## src/core/dmm_defs.vh

```
// constants for the two-channel direct memory mover
`ifndef DMM_DEFS_VH
`define DMM_DEFS_VH
`define DMM_NCH 2
`define DMM_AW 16
`define DMM_DW 8
`define DMM_FIFO_DEPTH 16
`define DMM_FIFO_AW 4
`define DMM_NVM_BASE 16'h1000
`define DMM_NVM_LAST 16'h17ff
`define DMM_AM_FIXED 2'h0
`define DMM_AM_INC 2'h1
`define DMM_AM_DEC 2'h2
`define DMM_RL_NONE 2'h0
`define DMM_RL_BURST 2'h1
`define DMM_RL_BLOCK 2'h2
`define DMM_RL_TRANS 2'h3
`define DMM_TS_SW 2'h0
`define DMM_TS_PER 2'h1
`define DMM_TS_EVT 2'h2
`define DMM_BLK_RST 17'h00000
`define DMM_RPT_RST 9'h000
`define DMM_RPT_FULL 9'h100
`endif

```

## src/core/dmm_direct_memory_mover.v

```verilog
// two-channel direct memory mover with its byte fifo
//
// Behaviour
// - two channels, each with own trigger select, interrupt lines and address modes
// - each channel keeps own source, destination, trigger and size settings
// - bursts of 1, 2, 4 or 8 bytes, length chosen per channel
// - bursts form a block of 1 byte up to 64KB
// - per-channel repeat counter reruns the block, up to 16MB per transaction
// - source and destination each fixed, incrementing or decrementing per byte
// - optional address restore after each burst, block or transaction
// - channel runs when its selected software, peripheral or event trigger fires
// - per-channel interrupt on transaction end and on detected error
// - linked channels hand over to each other on completion
// - any memory or peripheral pair, including the mapped nonvolatile area
// - moved bytes optionally fed to the checksum generator
// - static ram reads one byte per cycle, nonvolatile area every second cycle
// - read side and write side are separate bus masters
`timescale 1ns/100ps
`default_nettype none
`include "dmm_defs.vh"

////////////////////////////////////////////////////////////////////////////////
module dmm_fifo #(
   parameter WIDTH = 8,
   parameter DEPTH = 16,
   parameter AW = 4
) (
   input wire clk,
   input wire rst,
   input wire in_valid,
   output wire in_ready,
   input wire [WIDTH-1:0] in_data,
   output wire out_valid,
   input wire out_ready,
   output wire [WIDTH-1:0] out_data,
   output wire [AW:0] count
);
   reg [WIDTH-1:0] mem_q [0:DEPTH-1];
   reg [AW-1:0] wp_q, rp_q;
   reg [AW:0] cnt_q;
   wire push, pop;

   assign in_ready = (cnt_q != DEPTH[AW:0]);
   assign out_valid = (cnt_q != {(AW+1){1'b0}});
   assign out_data = mem_q[rp_q];
   assign count = cnt_q;
   assign push = in_valid & in_ready;
   assign pop = out_valid & out_ready;

   always @(posedge clk) begin
      if (push) begin
         mem_q[wp_q] <= in_data;
      end
   end

   always @(posedge clk or posedge rst) begin
      if (rst) begin
         wp_q <= {AW{1'b0}};
         rp_q <= {AW{1'b0}};
         cnt_q <= {(AW+1){1'b0}};
      end else begin
         if (push) begin
            wp_q <= wp_q + {{(AW-1){1'b0}}, 1'b1};
         end
         if (pop) begin
            rp_q <= rp_q + {{(AW-1){1'b0}}, 1'b1};
         end
         if (push & ~pop) begin
            cnt_q <= cnt_q + {{AW{1'b0}}, 1'b1};
         end else if (pop & ~push) begin
            cnt_q <= cnt_q - {{AW{1'b0}}, 1'b1};
         end
      end
   end
endmodule

////////////////////////////////////////////////////////////////////////////////
module dmm_direct_memory_mover (
   input wire CLK,
   input wire RST,
   input wire [1:0] START,
   input wire [31:0] SRC_ADDR,
   input wire [31:0] DST_ADDR,
   input wire [31:0] BLOCK_SIZE,
   input wire [15:0] REPEAT_CNT,
   input wire [3:0] BURST_LEN,
   input wire [3:0] SRC_MODE,
   input wire [3:0] DST_MODE,
   input wire [3:0] SRC_RELOAD,
   input wire [3:0] DST_RELOAD,
   input wire [3:0] TRIG_SEL,
   input wire [1:0] SW_TRIG,
   input wire [1:0] PER_REQ,
   input wire [1:0] EVT_TRIG,
   input wire [1:0] TRN_IE,
   input wire [1:0] ERR_IE,
   input wire LINK_EN,
   input wire PRIO_RR,
   input wire CRC_EN,
   output wire [1:0] BUSY,
   output reg [1:0] TRN_IRQ,
   output reg [1:0] ERR_IRQ,
   output wire RD_REQ,
   output wire [15:0] RD_ADDR,
   input wire RD_ACK,
   input wire RD_VALID,
   input wire [7:0] RD_DATA,
   input wire RD_ERR,
   output wire WR_REQ,
   output wire [15:0] WR_ADDR,
   output wire [7:0] WR_DATA,
   input wire WR_ACK,
   input wire WR_ERR,
   output reg CRC_VALID,
   output reg [7:0] CRC_DATA
);
   localparam S_IDLE = 2'h0;
   localparam S_RUN = 2'h1;
   localparam S_END = 2'h2;

   reg [1:0] st_q;
   reg eng_ch_q, last_q, err_q, nvm_wait_q;
   reg [15:0] rd_addr_q, wr_addr_q;
   reg [3:0] rd_left_q, wr_left_q, burst_n_q;
   reg [4:0] out_q;

   wire [1:0] req, done_v, fail_v, cur_sm, cur_dm;
   wire [31:0] src_v, dst_v;
   wire [33:0] blk_v;
   wire [15:0] g_src, g_dst;
   wire [16:0] g_blk;
   wire [3:0] g_blen, g_n;
   wire [4:0] fifo_cnt;
   wire grant_ch, rd_in_nvm, rd_fire, wr_fire, fifo_in_ready, fifo_out_valid, bus_err;

   function [15:0] step;
      input [15:0] a;
      input [1:0] m;
      begin
         case (m)
            `DMM_AM_INC: step = a + 16'h0001;
            `DMM_AM_DEC: step = a - 16'h0001;
            default: step = a;
         endcase
      end
   endfunction

   ////////////////////////////////////////////////////////////////////////////
   // per-channel context; the engine only borrows it for one burst
   genvar i;
   generate
      for (i = 0; i < `DMM_NCH; i = i + 1) begin : g_ch
         reg act_q;
         reg pend_q;
         reg [15:0] src_q;
         reg [15:0] dst_q;
         reg [15:0] srcb_q;
         reg [15:0] dstb_q;
         reg [16:0] blk_q;
         reg [8:0] rpt_q;
         reg trig;
         wire mine;
         wire start;
         wire [1:0] srl;
         wire [1:0] drl;
         wire [16:0] blk_left;
         wire blk_end;
         wire trn_end;

         assign mine = (st_q == S_END) & (eng_ch_q == i);
         // handover from the partner when it completes
         assign start = START[i] | (LINK_EN & done_v[1-i]);
         assign srl = SRC_RELOAD[2*i+:2];
         assign drl = DST_RELOAD[2*i+:2];
         assign blk_left = blk_q - {13'h0000, burst_n_q};
         assign blk_end = (blk_left == 17'h00000);
         assign trn_end = blk_end & (rpt_q == 9'h001);

         always @* begin
            case (TRIG_SEL[2*i+:2])
               `DMM_TS_SW: trig = SW_TRIG[i];
               `DMM_TS_PER: trig = PER_REQ[i];
               `DMM_TS_EVT: trig = EVT_TRIG[i];
               default: trig = 1'b0;
            endcase
         end

         assign req[i] = act_q & pend_q;
         assign src_v[16*i+:16] = src_q;
         assign dst_v[16*i+:16] = dst_q;
         assign blk_v[17*i+:17] = blk_q;
         assign done_v[i] = mine & ~err_q & trn_end;
         assign fail_v[i] = mine & err_q;

         always @(posedge CLK or posedge RST) begin
            if (RST) begin
               act_q <= 1'b0;
               pend_q <= 1'b0;
               src_q <= 16'h0000;
               dst_q <= 16'h0000;
               srcb_q <= 16'h0000;
               dstb_q <= 16'h0000;
               blk_q <= `DMM_BLK_RST;
               rpt_q <= `DMM_RPT_RST;
            end else if (start) begin
               act_q <= 1'b1;
               pend_q <= 1'b0;
               src_q <= SRC_ADDR[16*i+:16];
               dst_q <= DST_ADDR[16*i+:16];
               srcb_q <= SRC_ADDR[16*i+:16];
               dstb_q <= DST_ADDR[16*i+:16];
               // a size of zero stands for the full 64KB block
               blk_q <= {(BLOCK_SIZE[16*i+:16] == 16'h0000), BLOCK_SIZE[16*i+:16]};
               // a repeat of zero stands for 256 blocks, reaching 16MB
               rpt_q <= (REPEAT_CNT[8*i+:8] == 8'h00) ? `DMM_RPT_FULL
                        : {1'b0, REPEAT_CNT[8*i+:8]};
            end else if (mine) begin
               if (err_q) begin
                  act_q <= 1'b0;
                  pend_q <= 1'b0;
               end else begin
                  src_q <= ((srl == `DMM_RL_BURST) | (blk_end & (srl == `DMM_RL_BLOCK))
                           | (trn_end & (srl == `DMM_RL_TRANS))) ? srcb_q : rd_addr_q;
                  dst_q <= ((drl == `DMM_RL_BURST) | (blk_end & (drl == `DMM_RL_BLOCK))
                           | (trn_end & (drl == `DMM_RL_TRANS))) ? dstb_q : wr_addr_q;
                  if (blk_end) begin
                     blk_q <= {(BLOCK_SIZE[16*i+:16] == 16'h0000), BLOCK_SIZE[16*i+:16]};
                     rpt_q <= rpt_q - 9'h001;
                     act_q <= ~trn_end;
                     // software trigger runs the whole transaction, others one block
                     pend_q <= trig | ((TRIG_SEL[2*i+:2] == `DMM_TS_SW) & ~trn_end);
                  end else begin
                     blk_q <= blk_left;
                     pend_q <= 1'b1;
                  end
               end
            end else if (trig & act_q) begin
               pend_q <= 1'b1;
            end
         end
      end
   endgenerate

   ////////////////////////////////////////////////////////////////////////////
   // arbitration only in idle, which is only reached between bursts
   assign grant_ch = (req == 2'b11) ? (PRIO_RR ? ~last_q : 1'b0) : req[1];
   assign g_src = grant_ch ? src_v[31:16] : src_v[15:0];
   assign g_dst = grant_ch ? dst_v[31:16] : dst_v[15:0];
   assign g_blk = grant_ch ? blk_v[33:17] : blk_v[16:0];
   assign g_blen = 4'h1 << (grant_ch ? BURST_LEN[3:2] : BURST_LEN[1:0]);
   // a short tail of the block shortens the last burst
   assign g_n = (g_blk < {13'h0000, g_blen}) ? g_blk[3:0] : g_blen;
   assign cur_sm = eng_ch_q ? SRC_MODE[3:2] : SRC_MODE[1:0];
   assign cur_dm = eng_ch_q ? DST_MODE[3:2] : DST_MODE[1:0];

   // nonvolatile area answers at half rate, so reads there are spaced
   assign rd_in_nvm = (rd_addr_q >= `DMM_NVM_BASE) & (rd_addr_q <= `DMM_NVM_LAST);
   // credit check keeps every outstanding read a guaranteed fifo slot
   assign RD_REQ = (st_q == S_RUN) & (rd_left_q != 4'h0) & fifo_in_ready & ~nvm_wait_q
                   & ({1'b0, fifo_cnt} + {1'b0, out_q} < `DMM_FIFO_DEPTH);
   assign RD_ADDR = rd_addr_q;
   assign rd_fire = RD_REQ & RD_ACK;
   // write side drains independently of the read side
   assign WR_REQ = (st_q == S_RUN) & fifo_out_valid;
   assign WR_ADDR = wr_addr_q;
   assign wr_fire = WR_REQ & WR_ACK;
   assign bus_err = (st_q == S_RUN) & ((RD_VALID & RD_ERR) | (wr_fire & WR_ERR));
   assign BUSY = {g_ch[1].act_q, g_ch[0].act_q};

   dmm_fifo #(
      .WIDTH(`DMM_DW),
      .DEPTH(`DMM_FIFO_DEPTH),
      .AW(`DMM_FIFO_AW)
   ) u_fifo (
      .clk(CLK),
      .rst(RST),
      .in_valid(RD_VALID),
      .in_ready(fifo_in_ready),
      .in_data(RD_DATA),
      .out_valid(fifo_out_valid),
      .out_ready(wr_fire),
      .out_data(WR_DATA),
      .count(fifo_cnt)
   );

   always @(posedge CLK or posedge RST) begin
      if (RST) begin
         st_q <= S_IDLE;
         eng_ch_q <= 1'b0;
         last_q <= 1'b1;
         err_q <= 1'b0;
         nvm_wait_q <= 1'b0;
         rd_addr_q <= 16'h0000;
         wr_addr_q <= 16'h0000;
         rd_left_q <= 4'h0;
         wr_left_q <= 4'h0;
         burst_n_q <= 4'h0;
         out_q <= 5'h00;
      end else begin
         case (st_q)
            S_IDLE: begin
               if (req != 2'b00) begin
                  eng_ch_q <= grant_ch;
                  rd_addr_q <= g_src;
                  wr_addr_q <= g_dst;
                  rd_left_q <= g_n;
                  wr_left_q <= g_n;
                  burst_n_q <= g_n;
                  err_q <= 1'b0;
                  st_q <= S_RUN;
               end
            end
            S_RUN: begin
               nvm_wait_q <= rd_fire & rd_in_nvm;
               if (rd_fire) begin
                  rd_addr_q <= step(rd_addr_q, cur_sm);
                  rd_left_q <= rd_left_q - 4'h1;
               end
               if (rd_fire & ~RD_VALID) begin
                  out_q <= out_q + 5'h01;
               end else if (RD_VALID & ~rd_fire) begin
                  out_q <= out_q - 5'h01;
               end
               if (bus_err) begin
                  err_q <= 1'b1;
               end
               if (wr_fire) begin
                  wr_addr_q <= step(wr_addr_q, cur_dm);
                  wr_left_q <= wr_left_q - 4'h1;
                  // the burst owns the engine until its last byte is written
                  if (wr_left_q == 4'h1) begin
                     st_q <= S_END;
                  end
               end
            end
            S_END: begin
               last_q <= eng_ch_q;
               st_q <= S_IDLE;
            end
            default: st_q <= S_IDLE;
         endcase
      end
   end

   ////////////////////////////////////////////////////////////////////////////
   // interrupt pulses and checksum feed are registered
   always @(posedge CLK or posedge RST) begin
      if (RST) begin
         TRN_IRQ <= 2'b00;
         ERR_IRQ <= 2'b00;
         CRC_VALID <= 1'b0;
         CRC_DATA <= 8'h00;
      end else begin
         TRN_IRQ <= done_v & TRN_IE;
         ERR_IRQ <= fail_v & ERR_IE;
         CRC_VALID <= wr_fire & CRC_EN;
         if (wr_fire & CRC_EN) begin
            CRC_DATA <= WR_DATA;
         end
      end
   end
endmodule
`default_nettype wire

```

## config.mk

```make
export PLATFORM = sky130hd
export DESIGN_NAME = dmm_direct_memory_mover
export DESIGN_NICKNAME = d
export VERILOG_FILES = /design/src/core/dmm_direct_memory_mover.v
export VERILOG_INCLUDE_DIRS = /design/src /design/src/core
export SDC_FILE = /design/constraint.sdc
export NUM_CORES = 1
export LEC_CHECK = 0
export BUFFER_PORTS_ARGS = -buffer_cell sky130_fd_sc_hd__buf_2
export CAP_MARGIN = 20
export CORE_MARGIN = 2
export CORE_UTILIZATION = 40
export CTS_BUF_LIST = sky130_fd_sc_hd__clkbuf_4
export DETAILED_ROUTE_END_ITERATION = 10
export SYNTH_ARGS = -nofsm -noshare
export SYNTH_HDL_FRONTEND = slang
export SYNTH_SLANG_ARGS = --single-unit
```

## constraint.sdc

```tcl
create_clock -name CLK -period 9 [get_ports CLK]
set_clock_uncertainty 0.2 [all_clocks]
set_input_delay 0.45 -clock CLK [delete_from_list [all_inputs] [get_ports CLK]]
set_output_delay 0.45 -clock CLK [all_outputs]
set_load 0.1 [all_outputs]
```

==> qor.yml <==
syn_nets: 2208
fill_cells: 4668
syn_inst: 1973
place_hpwl_um: 40800
synth_flop_cell: "dfrtp_1"
post_drt_wl_per_cell_um: 19.2
place_congestion: 0.907
grt_max_degree: 81
synth.ff_latch_count: 393
maxCapViolCount: 0
cts_num_sinks: 393
yosys_warnings: 0
initial_core_util: 0.405
register_area_sq_mm: 0.0105
io_buffers: 222
vias: 17100
drv_slew: 0
worst_pin_slew_ps: 1060
synth_edf_count: 128
drt-pass1-iter-count: 7
timing.setup.tns_ps: 0
top_level_ports: 223
grt_overflow: 0
drtIter0Drc: 1229
setup_viol: 0
finalHoldViolCount: 0
grt.total_usage: 0.224
worstPathArrival_ps: 6030
grt_pass1_wl_um: 94500
postLayoutSetupSlackWorst_ps: 3560
fin_crit_sh: 0.604
via_per_inst: 5.43
final_common_cell: "nand2_1"
yosysSeqAreaShare: 0.503
start_kind: "flip-flop"
root_buffer: "clkbuf_4"
drt-total-wl_um: 60600
ys_types: 85
tritoncts: "yes"
avgSynthCellArea_sq_um: 10.6
powerDensity_mw_per_mm2: 307
multi_input_area_sq_mm: 0.00972
antenna_left: 0
antenna_found_initial: 3
die_x_um: 232
holdWs_ps: 108
crit_type: "reg -> reg"
die_area_sq_mm: 0.0539
htree_levels: 3
cp-end-kind: "flip-flop"
cts_setup_buffers: 0
fin_util: 0.498
min_path_type: "in -> reg"
final_area_sq_mm: 0.0256
post-route-min-period_ps: 5440
cts_inserted_buffers: 110
layout_common_cells: "nand2_1, dfrtp_1, buf_2"
drive_gt1_frac: 0.212
rsz0062_at_grt: "no"
leakage_nw: 11.2
fmax_mhz: 184
post-place-ws_ps: 4190
crit_required_ps: 9590
rows: 83
grt_pass1_vias: 17100
placed_cell_area_sq_mm: 0.0227
clk-insertion-delay-late_ps: 890
status: "complete, no violations"
layout.nets: 2622
async_reset_ff_frac: 0.674
cts_buffer_depth: 3
fp.coreArea_sq_mm: 0.0514
area_delta_synth_final_pct: 22.7
drc: 0
relSlewSlack: 0.294
peakVddDrop_mv: 0.330
path_clk_slew_ps: 70
syn_area_sq_mm: 0.0208
ctsResizeCount: 0
die_h_um: 232
crit_fanout: 72
cell usage after synthesis, types with 7 or more instances:
cell / instances / area (sq um)
nand2_1: 311 / 1170
dfrtp_1: 264 / 6610
mux2i_1: 129 / 1290
edfxtp_1: 128 / 3840
nor2_1: 123 / 462
o21ai_0: 100 / 500
a21oi_1: 85 / 425
inv_1: 75 / 282
clkbuf_1: 66 / 248
ha_1: 63 / 788
nand3_1: 60 / 300
nor3_1: 46 / 230
xnor2_1: 45 / 394
mux4_2: 40 / 901
o211ai_1: 37 / 278
a22oi_1: 36 / 270
nor4_1: 25 / 156
o21ai_1: 24 / 120
buf_2: 19 / 95.1
mux2_2: 19 / 214
a31oi_1: 16 / 100
a21o_1: 14 / 105
nand4_1: 14 / 87.6
nand2b_1: 13 / 81.3
xor2_1: 13 / 114
nor2b_1: 12 / 75.1
or3_1: 12 / 75.1
or4_1: 11 / 82.6
o31ai_1: 10 / 75.1
o21a_1: 9 / 67.6
o22a_1: 9 / 78.8
and3_1: 8 / 50.1
buf_1: 8 / 30.0
nand3b_1: 8 / 60.1
o22ai_1: 8 / 50.1
or2_2: 8 / 50.1
a211oi_1: 7 / 52.6
o2bb2ai_1: 7 / 61.3
where the power goes:
group / internal [mW] / switching, mW
registers: 2.18 / 0.379
clock network: 0.841 / 0.789
logic: 1.23 / 2.44
per-layer routing:
layer  wire [um]  vias up  part of all wire  GRT usage
li1            -     8090                 -          -
met1       27400     8400              0.45      0.302
met2       28100      526              0.46      0.358
met3        3660       91             0.060     0.0470
met4        1400        4             0.023     0.0803
met5          27        -           0.00045          0
worst paths after layout:
| check | startpoint | slack [ps] | depth (start not counted) | endpoint |
|---|---|---|---|---|
| max in group asynchronous | RST | 5750 | 6 | u_fifo.rp_q[0]$_DFFE_PP0P_ |
| min | START[0] | 110 | 5 | g_ch[0].blk_q[12]$_DFFE_PP0P_ |
| max | burst_n_q[0]$_DFFE_PP0P_ | 3560 | 13 | g_ch[1].rpt_q[8]$_DFFE_PP0P_ |
| min reg2reg | wr_left_q[3]$_DFFE_PP0P_ | 270 | 1 | st_q[1]$_DFFE_PP0P_ |
| min in group asynchronous | RST | 610 | 4 | g_ch[0].srcb_q[10]$_DFFE_PP0P_ |
| max reg2reg | burst_n_q[0]$_DFFE_PP0P_ | 3560 | 13 | g_ch[1].rpt_q[8]$_DFFE_PP0P_ |
critical path, cell delays in order (launching register included):
cell	delay, ps
dfrtp_1	420
ha_1	230
fa_1	400
nand2b_1	160
a21oi_1	530
or3_1	240
nand3_2	180
nor4_4	810
or2_2	230
buf_4	600
nand3_1	130
dlygate4sd3_1	600
nand2_1	50
dlygate4sd3_1	540
cells by family after synthesis:
kind of cell             after synthesis  synth area share
AO/OA/AOI/OAI                        407             0.126
XOR/XNOR                              58            0.0244
buffers and inverters                175            0.0341
AND/OR/NAND/NOR                      683             0.153
flip-flops                           393             0.503
multiplexers                         188             0.115
adder cells (fa/ha/maj)               69            0.0436
final cells by class:
cell class	count	share of cell area
Sequential cell	393	0.410
Antenna cell	1	0.0000978
Clock buffer	165	0.0484
Timing Repair Buffer	402	0.111
Tap cell	680	0.0333
Inverter	75	0.0113
Multi-Input combinational cell	1405	0.380
Clock inverter	28	0.00611
registers in the layout (all words and copies together), names as in the netlist, 5 cells and up:
| register | cells |
|---|---|
| g_ch.dstb_q | 32 |
| u_fifo.count | 5 |
| g_ch.rpt_q | 18 |
| out_q | 5 |
| u_fifo.mem_q | 128 |
| g_ch.srcb_q | 32 |
| RD_ADDR | 16 |
| WR_ADDR | 16 |
| g_ch.blk_q | 34 |
| g_ch.dst_q | 32 |
| CRC_DATA | 8 |
| g_ch.src_q | 32 |
per-stage QoR:
stage | instances | power [mW]
after floorplan | 1973 | 5.35
after global placement | 2802 | 6.13
after detailed placement | 2802 | 6.19
after CTS | 3148 | 7.92
after global routing | 3149 | 8.37
final | 3149 | 7.85
timing repair:
action                                 4_1_cts  5_1_grt
hold buffers                               153        0
endpoints found under the hold margin      410        0
setup endpoints to repair                    0        0
Power figures use the tool's default switching activity.
